[src/hdl/mfi_map.svh]
// Purpose: Offsets, field positions, reset values and counts of the block
// Assumes: 3-bit word addresses, 8-bit register data
// Notes: Included by both design files
`ifndef MFI_MAP_SVH
`define MFI_MAP_SVH
`define MFI_ADDR_CTRL_A 3'h0
`define MFI_ADDR_GROUP0 3'h1
`define MFI_ADDR_GROUP1 3'h2
`define MFI_ADDR_RTC 3'h3
`define MFI_ADDR_EVT_STAT 3'h4
`define MFI_ADDR_EVT_CLR 3'h5
`define MFI_ADDR_EVT_EN 3'h6
// Control register A fields
`define MFI_GIE_BIT 0
`define MFI_G0EN_BIT 1
`define MFI_G1EN_BIT 2
`define MFI_G0F_BIT 4
`define MFI_G1F_BIT 5
// Group 0 control fields
`define MFI_SIMEN_BIT 0
`define MFI_CRFEN_BIT 1
`define MFI_SERIAL_IF_REQUEST_FLAG_BIT 4
`define MFI_CRFF_BIT 5
// Group 1 control fields
`define MFI_ADEN_BIT 0
`define MFI_RTCEN_BIT 1
`define MFI_TBEN_BIT 2
`define MFI_ADF_BIT 4
`define MFI_RTCF_BIT 5
`define MFI_TBF_BIT 6
// Divider select field and event bits
`define MFI_RTC_SEL_MSB 2
`define MFI_EVT_TAKE0 0
`define MFI_EVT_TAKE1 1
`define MFI_EVT_RTC 2
`define MFI_EVT_TB 3
`define MFI_EVT_BLOCKED 4
`define MFI_EVT_W 5
// Vectors, exponents and reset values
`define MFI_VEC_GROUP0 8'h14
`define MFI_VEC_GROUP1 8'h18
`define MFI_VEC_NONE 8'h00
`define MFI_RTC_MIN_EXP 4'h8
`define MFI_TB_MIN_EXP 4'hC
`define MFI_SYSDIV_LAST 2'h3
`define MFI_RST_BYTE 8'h00
`define MFI_RST_SEL 3'h0
`define MFI_RST_EVT 5'h00
`endif

[src/hdl/mfi_pkg.sv]
// Purpose: Types shared by the interrupt controller files
// Assumes: Nothing beyond the map header
// Notes: Sub-clock source is chosen at build time
package mfi_pkg;
  typedef enum logic [2:0] {
    FS_XTAL = 3'b001,
    FS_LIRC = 3'b010,
    FS_SYSDIV4 = 3'b100
  } fs_src_t;
  typedef logic [7:0] byte_t;
  typedef logic [2:0] addr_t;
endpackage : mfi_pkg

[src/hdl/pow2_divider.sv]
// Purpose: Power-of-two divider of a tick stream
// Assumes: tick_i is a one-cycle enable in the clock domain
// Notes: ovf_o pulses once every 2^exp_i ticks
`timescale 1ns/1ps
`default_nettype none
`include "mfi_map.svh"
module pow2_divider #(
  parameter int WIDTH = 15
) (
  // Clock and reset
  input wire logic clk_i,
  input wire logic rst_b_i,
  // Tick and ratio
  input wire logic tick_i,
  input wire logic [3:0] exp_i,
  // Overflow pulse
  output logic ovf_o
);
  logic [WIDTH:0] cnt;
  logic [WIDTH:0] mask;
  logic wrap;

  // Compare with >= so a smaller ratio written mid-count wraps on its next tick
  assign mask = ((WIDTH+1)'(1) << exp_i) - (WIDTH+1)'(1);
  assign wrap = tick_i && (cnt >= mask);

  always_ff @(posedge clk_i or negedge rst_b_i) begin
    if (!rst_b_i) begin
      cnt <= '0;
      ovf_o <= 1'b0;
    end else begin
      ovf_o <= wrap;
      if (wrap) begin
        cnt <= '0;
      end else if (tick_i) begin
        cnt <= cnt + (WIDTH+1)'(1);
      end
    end
  end

  ovf_wrap_a: assert property (@(posedge clk_i) disable iff (!rst_b_i)
    ovf_o |-> cnt == '0) else $error("overflow without counter wrap");
endmodule : pow2_divider
`default_nettype wire

[src/hdl/multi_function_irq_ctrl.sv]
// Purpose: Two shared interrupt groups, RTC and time base dividers
// Assumes: Source events are one-cycle pulses synchronous to CLK_I
// Notes: Service takes place only on SERVICE_SLOT_I pulses from the core
`timescale 1ns/1ps
`default_nettype none
`include "mfi_map.svh"
// Functional notes
// - Conversion done sets its flag; vectors 18H with global, own, group1 enables.
// - Group taken when global, group enable and group flag set; 014H/018H.
// - Taking a group clears its group flag and global enable, not sources.
// - No group taken while return stack is full; request stays pending.
// - Serial byte done or address match sets serial flag; group0, 14H.
// - Either sensor counter overflow sets sensor flag; group0, vector 14H.
// - RTC divider overflow sets RTC flag; group1, vector 18H.
// - RTC divider ratio is 2^8 to 2^15 by a three-bit field.
// - Build option picks sub-clock: crystal, internal oscillator, sysclk/4.
// - Time base overflow sets time base flag; group1, vector 18H.
// - Time base period is sub-clock over 2^12 to 2^15, build option.
// - Request flags stay set despite disabled enables until cleared.
// - Any source request wakes the processor from power-down.
// - Taking an interrupt pushes only the program counter.
// - Group0 ranks above group1; both below external and timer sources.
// - Global enable cleared means nothing is taken; flags still record.
module multi_function_irq_ctrl
  import mfi_pkg::*;
#(
  parameter mfi_pkg::fs_src_t FS_SRC = mfi_pkg::FS_XTAL,
  parameter logic [1:0] TB_SEL = 2'h0
) (
  // Clock and reset
  input wire logic CLK_I,
  input wire logic RST_B_I,
  // Register port
  input wire mfi_pkg::addr_t ADDR_I,
  input wire mfi_pkg::byte_t WDATA_I,
  input wire logic WR_I,
  input wire logic RD_I,
  output mfi_pkg::byte_t RDATA_O,
  // Peripheral events
  input wire logic CONV_DONE_I,
  input wire logic SIM_XFER_DONE_I,
  input wire logic SIM_ADDR_MATCH_I,
  input wire logic CRF_OVF_A_I,
  input wire logic CRF_OVF_B_I,
  // Sub-clock ticks
  input wire logic XTAL_TICK_I,
  input wire logic LIRC_TICK_I,
  // Core sequencer
  input wire logic SERVICE_SLOT_I,
  input wire logic STACK_FULL_I,
  input wire logic HIGHER_PEND_I,
  output logic TAKE_O,
  output logic PUSH_PC_O,
  output mfi_pkg::byte_t VECTOR_O,
  output logic WAKE_O,
  // Event interrupt
  output logic IRQ_O
);
  import mfi_pkg::*;

  function automatic logic hit(input addr_t a, input addr_t off);
    hit = (a == off);
  endfunction : hit

  // Control state
  logic global_irq_enable;
  logic group0_irq_enable;
  logic group1_irq_enable;
  logic group0_request_flag;
  logic group1_request_flag;
  logic serial_if_irq_enable;
  logic sensor_conv_irq_enable;
  logic serial_if_request_flag;
  logic sensor_conv_request_flag;
  logic conv_done_irq_enable;
  logic rtc_irq_enable;
  logic timebase_irq_enable;
  logic conv_done_flag;
  logic rtc_request_flag;
  logic timebase_request_flag;
  logic [2:0] rtc_divider_control;
  logic [`MFI_EVT_W-1:0] evt_status;
  logic [`MFI_EVT_W-1:0] evt_enable;
  logic [1:0] sys_div;

  // Write decode
  wire wr_a = WR_I && hit(ADDR_I, `MFI_ADDR_CTRL_A);
  wire wr_g0 = WR_I && hit(ADDR_I, `MFI_ADDR_GROUP0);
  wire wr_g1 = WR_I && hit(ADDR_I, `MFI_ADDR_GROUP1);
  wire wr_rtc = WR_I && hit(ADDR_I, `MFI_ADDR_RTC);
  wire wr_clr = WR_I && hit(ADDR_I, `MFI_ADDR_EVT_CLR);
  wire wr_en = WR_I && hit(ADDR_I, `MFI_ADDR_EVT_EN);

  // Sub-clock selection
  wire sysdiv_tick = (sys_div == `MFI_SYSDIV_LAST);
  wire fs_tick = (FS_SRC == FS_XTAL) ? XTAL_TICK_I :
                 (FS_SRC == FS_LIRC) ? LIRC_TICK_I : sysdiv_tick;

  wire [3:0] rtc_exp = `MFI_RTC_MIN_EXP + {1'b0, rtc_divider_control};
  wire [3:0] tb_exp = `MFI_TB_MIN_EXP + {2'b00, TB_SEL};
  wire rtc_ovf;
  wire tb_ovf;

  pow2_divider #(.WIDTH(15)) rtc_div (
    .clk_i(CLK_I),
    .rst_b_i(RST_B_I),
    .tick_i(fs_tick),
    .exp_i(rtc_exp),
    .ovf_o(rtc_ovf)
  );

  pow2_divider #(.WIDTH(15)) tb_div (
    .clk_i(CLK_I),
    .rst_b_i(RST_B_I),
    .tick_i(fs_tick),
    .exp_i(tb_exp),
    .ovf_o(tb_ovf)
  );

  // Source events
  wire sim_evt = SIM_XFER_DONE_I || SIM_ADDR_MATCH_I;
  wire crf_evt = CRF_OVF_A_I || CRF_OVF_B_I;
  wire g0_set = (sim_evt && serial_if_irq_enable) ||
                (crf_evt && sensor_conv_irq_enable);
  wire g1_set = (CONV_DONE_I && conv_done_irq_enable) ||
                (rtc_ovf && rtc_irq_enable) ||
                (tb_ovf && timebase_irq_enable);

  // Service decision
  wire avail = global_irq_enable && !STACK_FULL_I && !HIGHER_PEND_I;
  wire pend0 = group0_irq_enable && group0_request_flag;
  wire pend1 = group1_irq_enable && group1_request_flag;
  wire take0 = SERVICE_SLOT_I && avail && pend0;
  wire take1 = SERVICE_SLOT_I && avail && pend1 && !pend0;
  wire blocked = SERVICE_SLOT_I && global_irq_enable && STACK_FULL_I &&
                 (pend0 || pend1);

  // Flag next values: set wins over any clear
  wire next_g0f = g0_set || (group0_request_flag && !take0 &&
                  !(wr_a && !WDATA_I[`MFI_G0F_BIT]));
  wire next_g1f = g1_set || (group1_request_flag && !take1 &&
                  !(wr_a && !WDATA_I[`MFI_G1F_BIT]));
  wire next_gie = wr_a ? WDATA_I[`MFI_GIE_BIT] :
                  (global_irq_enable && !take0 && !take1);
  wire next_serial_if_request_flag = sim_evt || (serial_if_request_flag &&
                   !(wr_g0 && !WDATA_I[`MFI_SERIAL_IF_REQUEST_FLAG_BIT]));
  wire next_crff = crf_evt || (sensor_conv_request_flag &&
                   !(wr_g0 && !WDATA_I[`MFI_CRFF_BIT]));
  wire next_adf = CONV_DONE_I || (conv_done_flag &&
                  !(wr_g1 && !WDATA_I[`MFI_ADF_BIT]));
  wire next_rtcf = rtc_ovf || (rtc_request_flag &&
                   !(wr_g1 && !WDATA_I[`MFI_RTCF_BIT]));
  wire next_tbf = tb_ovf || (timebase_request_flag &&
                  !(wr_g1 && !WDATA_I[`MFI_TBF_BIT]));

  wire [`MFI_EVT_W-1:0] evt_in = {blocked, tb_ovf, rtc_ovf, take1, take0};
  wire [`MFI_EVT_W-1:0] clr_mask = wr_clr ? WDATA_I[`MFI_EVT_W-1:0] : '0;
  wire [`MFI_EVT_W-1:0] next_evt = evt_in | (evt_status & ~clr_mask);

  wire next_wake = next_serial_if_request_flag || next_crff || next_adf || next_rtcf ||
                   next_tbf;
  wire [7:0] next_vector = take0 ? `MFI_VEC_GROUP0 :
                           take1 ? `MFI_VEC_GROUP1 : VECTOR_O;

  // Read mux
  wire [7:0] rd_a = {2'b00, group1_request_flag, group0_request_flag,
                     1'b0, group1_irq_enable, group0_irq_enable,
                     global_irq_enable};
  wire [7:0] rd_g0 = {2'b00, sensor_conv_request_flag,
                      serial_if_request_flag, 2'b00,
                      sensor_conv_irq_enable, serial_if_irq_enable};
  wire [7:0] rd_g1 = {1'b0, timebase_request_flag, rtc_request_flag,
                      conv_done_flag, 1'b0, timebase_irq_enable,
                      rtc_irq_enable, conv_done_irq_enable};
  wire [7:0] rd_sel =
    hit(ADDR_I, `MFI_ADDR_CTRL_A) ? rd_a :
    hit(ADDR_I, `MFI_ADDR_GROUP0) ? rd_g0 :
    hit(ADDR_I, `MFI_ADDR_GROUP1) ? rd_g1 :
    hit(ADDR_I, `MFI_ADDR_RTC) ? {5'h00, rtc_divider_control} :
    hit(ADDR_I, `MFI_ADDR_EVT_STAT) ? {3'h0, evt_status} :
    hit(ADDR_I, `MFI_ADDR_EVT_EN) ? {3'h0, evt_enable} : `MFI_RST_BYTE;
  wire [7:0] next_rdata = RD_I ? rd_sel : `MFI_RST_BYTE;

  always_ff @(posedge CLK_I or negedge RST_B_I) begin
    if (!RST_B_I) begin
      global_irq_enable <= 1'b0;
      group0_request_flag <= 1'b0;
      group1_request_flag <= 1'b0;
      serial_if_request_flag <= 1'b0;
      sensor_conv_request_flag <= 1'b0;
      conv_done_flag <= 1'b0;
      rtc_request_flag <= 1'b0;
      timebase_request_flag <= 1'b0;
    end else begin
      global_irq_enable <= next_gie;
      group0_request_flag <= next_g0f;
      group1_request_flag <= next_g1f;
      serial_if_request_flag <= next_serial_if_request_flag;
      sensor_conv_request_flag <= next_crff;
      conv_done_flag <= next_adf;
      rtc_request_flag <= next_rtcf;
      timebase_request_flag <= next_tbf;
    end
  end

  // Enable bits and RTC divider select, written whole
  always_ff @(posedge CLK_I or negedge RST_B_I) begin
    if (!RST_B_I) begin
      group0_irq_enable <= 1'b0;
      group1_irq_enable <= 1'b0;
      serial_if_irq_enable <= 1'b0;
      sensor_conv_irq_enable <= 1'b0;
      conv_done_irq_enable <= 1'b0;
      rtc_irq_enable <= 1'b0;
      timebase_irq_enable <= 1'b0;
      rtc_divider_control <= `MFI_RST_SEL;
    end else begin
      if (wr_a) begin
        group0_irq_enable <= WDATA_I[`MFI_G0EN_BIT];
        group1_irq_enable <= WDATA_I[`MFI_G1EN_BIT];
      end
      if (wr_g0) begin
        serial_if_irq_enable <= WDATA_I[`MFI_SIMEN_BIT];
        sensor_conv_irq_enable <= WDATA_I[`MFI_CRFEN_BIT];
      end
      if (wr_g1) begin
        conv_done_irq_enable <= WDATA_I[`MFI_ADEN_BIT];
        rtc_irq_enable <= WDATA_I[`MFI_RTCEN_BIT];
        timebase_irq_enable <= WDATA_I[`MFI_TBEN_BIT];
      end
      if (wr_rtc) begin
        rtc_divider_control <= WDATA_I[`MFI_RTC_SEL_MSB:0];
      end
    end
  end

  // Outputs, events and system divider
  always_ff @(posedge CLK_I or negedge RST_B_I) begin
    if (!RST_B_I) begin
      evt_status <= `MFI_RST_EVT;
      evt_enable <= `MFI_RST_EVT;
      sys_div <= 2'h0;
      RDATA_O <= `MFI_RST_BYTE;
      TAKE_O <= 1'b0;
      PUSH_PC_O <= 1'b0;
      VECTOR_O <= `MFI_VEC_NONE;
      WAKE_O <= 1'b0;
      IRQ_O <= 1'b0;
    end else begin
      evt_status <= next_evt;
      if (wr_en) begin
        evt_enable <= WDATA_I[`MFI_EVT_W-1:0];
      end
      sys_div <= sys_div + 2'h1;
      RDATA_O <= next_rdata;
      TAKE_O <= take0 || take1;
      // Only the return address goes to the stack; no context save
      PUSH_PC_O <= take0 || take1;
      VECTOR_O <= next_vector;
      WAKE_O <= next_wake;
      IRQ_O <= |(next_evt & (wr_en ? WDATA_I[`MFI_EVT_W-1:0] : evt_enable));
    end
  end

  // Checks
  take_gate_a: assert property (@(posedge CLK_I) disable iff (!RST_B_I)
    TAKE_O |-> $past(global_irq_enable) &&
      (($past(group0_irq_enable) && $past(group0_request_flag)) ||
       ($past(group1_irq_enable) && $past(group1_request_flag))))
    else $error("group taken without enables and flag");

  stack_full_a: assert property (@(posedge CLK_I) disable iff (!RST_B_I)
    (STACK_FULL_I && SERVICE_SLOT_I) |=> !TAKE_O &&
      (group0_request_flag || !$past(group0_request_flag) ||
       $past(wr_a)))
    else $error("interrupt taken or lost with stack full");

  gie_off_a: assert property (@(posedge CLK_I) disable iff (!RST_B_I)
    !global_irq_enable |=> !TAKE_O)
    else $error("interrupt taken with global enable off");

  service_clear_a: assert property (
    @(posedge CLK_I) disable iff (!RST_B_I)
    (take0 && !wr_a && !g0_set) |=> !global_irq_enable &&
      !group0_request_flag && TAKE_O && PUSH_PC_O)
    else $error("service did not clear group flag and enable");

  group1_clear_a: assert property (
    @(posedge CLK_I) disable iff (!RST_B_I)
    (take1 && !wr_a && !g1_set) |=> !global_irq_enable &&
      !group1_request_flag && TAKE_O && PUSH_PC_O)
    else $error("service did not clear group1 flag and enable");

  source_stay_a: assert property (
    @(posedge CLK_I) disable iff (!RST_B_I)
    (take1 && conv_done_flag && !wr_g1) |=> conv_done_flag)
    else $error("service cleared a source flag");

  source_keep_a: assert property (
    @(posedge CLK_I) disable iff (!RST_B_I)
    (serial_if_request_flag && !wr_g0) |=> serial_if_request_flag)
    else $error("serial flag lost without software clear");

  record_off_a: assert property (
    @(posedge CLK_I) disable iff (!RST_B_I)
    (!global_irq_enable && CONV_DONE_I) |=> conv_done_flag)
    else $error("flag not recorded with global enable off");

  vector_prio_a: assert property (
    @(posedge CLK_I) disable iff (!RST_B_I)
    (SERVICE_SLOT_I && avail && pend0 && pend1)
      |=> TAKE_O && VECTOR_O == `MFI_VEC_GROUP0)
    else $error("group0 lost priority or wrong vector");

  vector_g1_a: assert property (
    @(posedge CLK_I) disable iff (!RST_B_I)
    take1 |=> VECTOR_O == `MFI_VEC_GROUP1)
    else $error("group1 vector wrong");

  rtc_flag_a: assert property (
    @(posedge CLK_I) disable iff (!RST_B_I)
    rtc_ovf |=> rtc_request_flag)
    else $error("rtc overflow did not set its flag");

  // Sensor case: no serial event arrives while group0 is clear
  group_gate_a: assert property (
    @(posedge CLK_I) disable iff (!RST_B_I)
    (crf_evt && !sensor_conv_irq_enable && !sim_evt &&
     !group0_request_flag) |=> !group0_request_flag &&
      sensor_conv_request_flag)
    else $error("disabled source raised group flag");

  // The neighbour flag is kept only when its own bit is written as one
  zero_clear_a: assert property (
    @(posedge CLK_I) disable iff (!RST_B_I)
    (wr_g1 && !WDATA_I[`MFI_ADF_BIT] && WDATA_I[`MFI_RTCF_BIT] &&
     !CONV_DONE_I && !rtc_ovf && rtc_request_flag) |=>
      !conv_done_flag && rtc_request_flag)
    else $error("zero write did not clear only its flag");

  wake_a: assert property (
    @(posedge CLK_I) disable iff (!RST_B_I)
    (CONV_DONE_I || tb_ovf) |=> WAKE_O)
    else $error("source request did not wake");

  rtc_ratio_a: assert property (
    @(posedge CLK_I) disable iff (!RST_B_I)
    rtc_exp >= `MFI_RTC_MIN_EXP)
    else $error("rtc ratio below range");
endmodule : multi_function_irq_ctrl
`default_nettype wire

[config.mk]
export PLATFORM = sky130hd
export DESIGN_NAME = multi_function_irq_ctrl
export DESIGN_NICKNAME = d
export VERILOG_FILES = /design/src/hdl/mfi_pkg.sv /design/src/hdl/pow2_divider.sv /design/src/hdl/multi_function_irq_ctrl.sv
export VERILOG_INCLUDE_DIRS = /design/src /design/src/hdl
export SDC_FILE = /design/constraint.sdc
export NUM_CORES = 1
export LEC_CHECK = 0
export ABC_AREA = 0
export CAP_MARGIN = 40
export CORE_MARGIN = 10
export CORE_UTILIZATION = 67
export CTS_CLUSTER_DIAMETER = 120
export CTS_CLUSTER_SIZE = 10
export DETAILED_ROUTE_END_ITERATION = 7
export DONT_BUFFER_PORTS = 1
export PLACE_DENSITY = 0.85
export SLEW_MARGIN = 10
export SYNTH_ARGS = -nofsm -noshare
export SYNTH_HDL_FRONTEND = slang
export SYNTH_HIERARCHICAL = 1
export SYNTH_SLANG_ARGS = --single-unit
[constraint.sdc]
create_clock -name CLK_I -period 5.2 [get_ports CLK_I]
set_input_delay 0.52 -clock CLK_I [delete_from_list [all_inputs] [get_ports CLK_I]]
set_output_delay 0.52 -clock CLK_I [all_outputs]
set_load 0.1 [all_outputs]
==> results.py <==
metrics = {
    "logic_synthesis": {
        "synth_top_area_share": 0.393,
        "ys.warnings.count": 6,
        "yosys.cell_types.count": 62,
        "synth_top_flop_cell": "dfrtp_1",
        "avgSynthCellArea_um2": 9.90,
        "synth_edf_count": 0,
        "ys_top_cells_by_count": "dfrtp_1, nand2_1, ha_1, o21ai_0, nor2_1",
        "ys_seq_area_frac": 0.393,
        "synth_area_leaders": "dfrtp_1, ha_1, o21ai_0",
        "synth-seq-cells": 75,
        "syn_inst": 482,
        "yosysMostFrequentCell": "dfrtp_1",
        "synth_area_um2": 4770,
        "synthArstFlopShare": 1.00,
        "yosysTopAreaCell": "dfrtp_1",
    },
    "power": {
        "switching_share": 0.381,
        "power.leakage_nw": 2.48,
        "finalPower_mw": 1.89,
        "p_sw_uw": 720,
        "p_int_mw": 1.17,
        "combPwrFrac": 0.276,
        "irDropWorstVdd_mv": 0.232,
        "power.density_nw_per_um2": 364,
        "seqPwrFrac": 0.484,
        "pwr-share-clk": 0.240,
    },
    "clock_tree": {
        "clkLatencyLatePin_ns": 0.35,
        "cts.path.max_buffers": 2,
        "cts_made_buffers": 9,
        "cts_tree": "yes",
        "cts_sinks": 75,
        "cts_setup_buffers": 0,
        "clockRootBuffer": "clkbuf_8",
        "clk_pin_slew_ns": 0.08,
        "ctsHtreeMaxLevel": 3,
    },
    "sta": {
        "drv_slew": 0,
        "setup_tns_ns": 0,
        "fin_crit_ns": 2.86,
        "final.period_utilization": 0.550,
        "max_clock_freq_mhz": 349,
        "finalHoldViolations": 0,
        "final.setup_skew_ns": 0.00983,
        "rsz0062_at_grt": "false",
        "setup_violations": 0,
        "slew_headroom": 0.393,
        "tightest_slew_ns": 0.908,
    },
    "die": {
        "core_area_um2": 6870,
        "rows": 30,
        "boundaryPins": 45,
        "die_height_um": 104,
        "die_area_um2": 10900,
        "die_w_um": 104,
        "initial_utilization": 0.695,
    },
    "place": {
        "finalWeightedCongestion": 0.850,
        "placed_cell_area_um2": 4960,
        "numPortBuffers": 0,
        "dp_hpwl_um": 7490,
    },
    "worst_setup_path": {
        "crit_buf_inv": 0,
        "max_stage_delay_ns": 0.75,
        "crit_family": "compound AO/OA/AOI/OAI gates",
        "crit_path_end_kind": "flop",
        "crit_path_top_delay_cell": "a31oi_2",
        "arrival_ns": 3.07,
        "crit_fanout": 17,
        "path_class": "flop to flop",
        "critPathRequiredTime_ns": 5.40,
        "path_cells": "nand3_1 -> a21oi_1 -> nor2_1 -> ha_1 -> nand4_2 -> nor2_4 -> nand3b_2 -> a31oi_2 -> nor2_1",
        "crit_top_cell": "nor2_1",
        "r2r-start": "rtc_divider_control[2]",
        "start_kind": "flop",
        "crit_start": "rtc_divider_control[2]",
    },
    "flow_run": {
        "max-cap-violations": 0,
    },
    "grt": {
        "grt_pass1_vias": 3538,
        "grt_max_degree": 76,
        "top_usage_layer": "met2",
        "antenna_found_initial": 0,
        "use_met3": 0.0558,
        "grt.overflow.total": 0,
        "grt_first_pass_wirelength_um": 17400,
        "grtUsageTotal": 0.190,
        "met2_usage": 0.308,
        "met1_usage": 0.236,
    },
    "layout": {
        "syn2layout_area_growth_pct": 8.83,
        "final_core_util": 0.756,
        "drive_gt1_frac": 0.137,
        "fin_nets": 567,
        "fin_area_um2": 5190,
        "antennaDiodeCount": 0,
    },
    "status": {
        "status": "complete, no violations",
    },
    "drt": {
        "routed_wl_um": 10200,
        "dr.first_iter.drc_count": 238,
        "drc": 0,
        "final_antenna_net_count": 0,
        "vias": 3684,
        "wire_per_inst_um": 16.8,
        "firstDrtPassIters": 5,
        "vias_per_cell": 6.07,
    },
    "hold_path": {
        "min_path_type": "input port to async pin",
    },
}
-- cells by family after synthesis --
family / after synthesis / synth area share
compound gates: 104 / 0.159
xor+xnor: 24 / 0.0440
fa+ha+maj: 36 / 0.0944
buf+inv: 46 / 0.0461
flops: 75 / 0.393
mux: 18 / 0.0422
other cells: 4 / 0.00314
simple gates: 175 / 0.218
-- cell type report --
class	count	area [um^2]
Multi-Input combinational cell	392	2790
Sequential cell	75	1880
Fill cell	472	1670
Clock buffer	12	155
Tap cell	96	120
Timing Repair Buffer	6	118
Inverter	22	82.6
Clock inverter	4	48.8
-- worst reg2reg max path: stages, from the launching register on --
cell and delay (ns):
dfrtp_1 0.65, nand3_1 0.18, a21oi_1 0.14, nor2_1 0.07
ha_1 0.30, nand4_2 0.15, nor2_4 0.19, nand3b_2 0.17
a31oi_2 0.75, nor2_1 0.11
-- layout by cell type (no fill, tap or decap), types with 8 or more instances in the layout --
cell type,synthesis,routed
nor2_1,23,23
nand2_1,39,39
a21oi_1,17,17
clkbuf_8,0,11
dfrtp_1,75,74
conb_1,4,35
nand4_1,14,14
inv_1,22,22
xor2_1,18,18
mux2i_1,10,10
nor2_2,18,18
o21ai_0,34,34
ha_1,36,36
and3_1,8,8
nand3_1,20,20
-- power by group through the flow --
stage | Sequential (mW) | Combinational [mW] | Clock, mW
final | 0.915 | 0.522 | 0.454
after global routing | 0.930 | 0.583 | 0.494
after CTS | 0.911 | 0.510 | 0.457
after detailed placement | 0.921 | 0.494 | 0
after global placement | 0.959 | 0.373 | 0
after floorplan | 0.918 | 0.361 | 0
-- what timing repair did --
action / 4_1_cts / 5_1_grt
endpoints found under the hold margin: 75 / 0
hold buffers: 1 / 0
gates resized for setup: 0 / 0
-- flip-flops by register name, summed over array words and instances (netlist names), 3 cells and up --
name and count:
evt_status 5, evt_enable 5, tb_div/cnt 16, rtc_div/cnt 16, VECTOR_O 3, rtc_divider_control 3, RDATA_O 7
-- stage by stage --
stage / hold WS (ns) / setup WS [ns] / cells
floorplan: 0.224 / 2.88 / 513
global placement: 0.227 / 2.42 / 585
detailed placement: 0.227 / 2.37 / 590
CTS: 0.0689 / 2.35 / 607
global route: 0.0574 / 2.07 / 607
finish: 0.0467 / 2.34 / 607
-- path summary, 6_finish.rpt --
kind,slack (ns),cells after the start,endpoint
min in group CLK_I,0.23,1,RDATA_O[5]
max in group asynchronous,4.82,1,PUSH_PC_O
worst max register to register,2.34,9,rtc_div/cnt[5]
worst max-delay path,2.34,9,rtc_div/cnt[5]
worst min register to register,0.52,2,rtc_irq_enable
worst min-delay path,0.05,1,conv_done_flag
-- metal layers --
layer	routed length, um	up-vias
met4	176	0
met3	680	16
met5	0	-
met2	5080	130
li1	-	1760
met1	4270	1778
(Power assumes the default switching activity.)
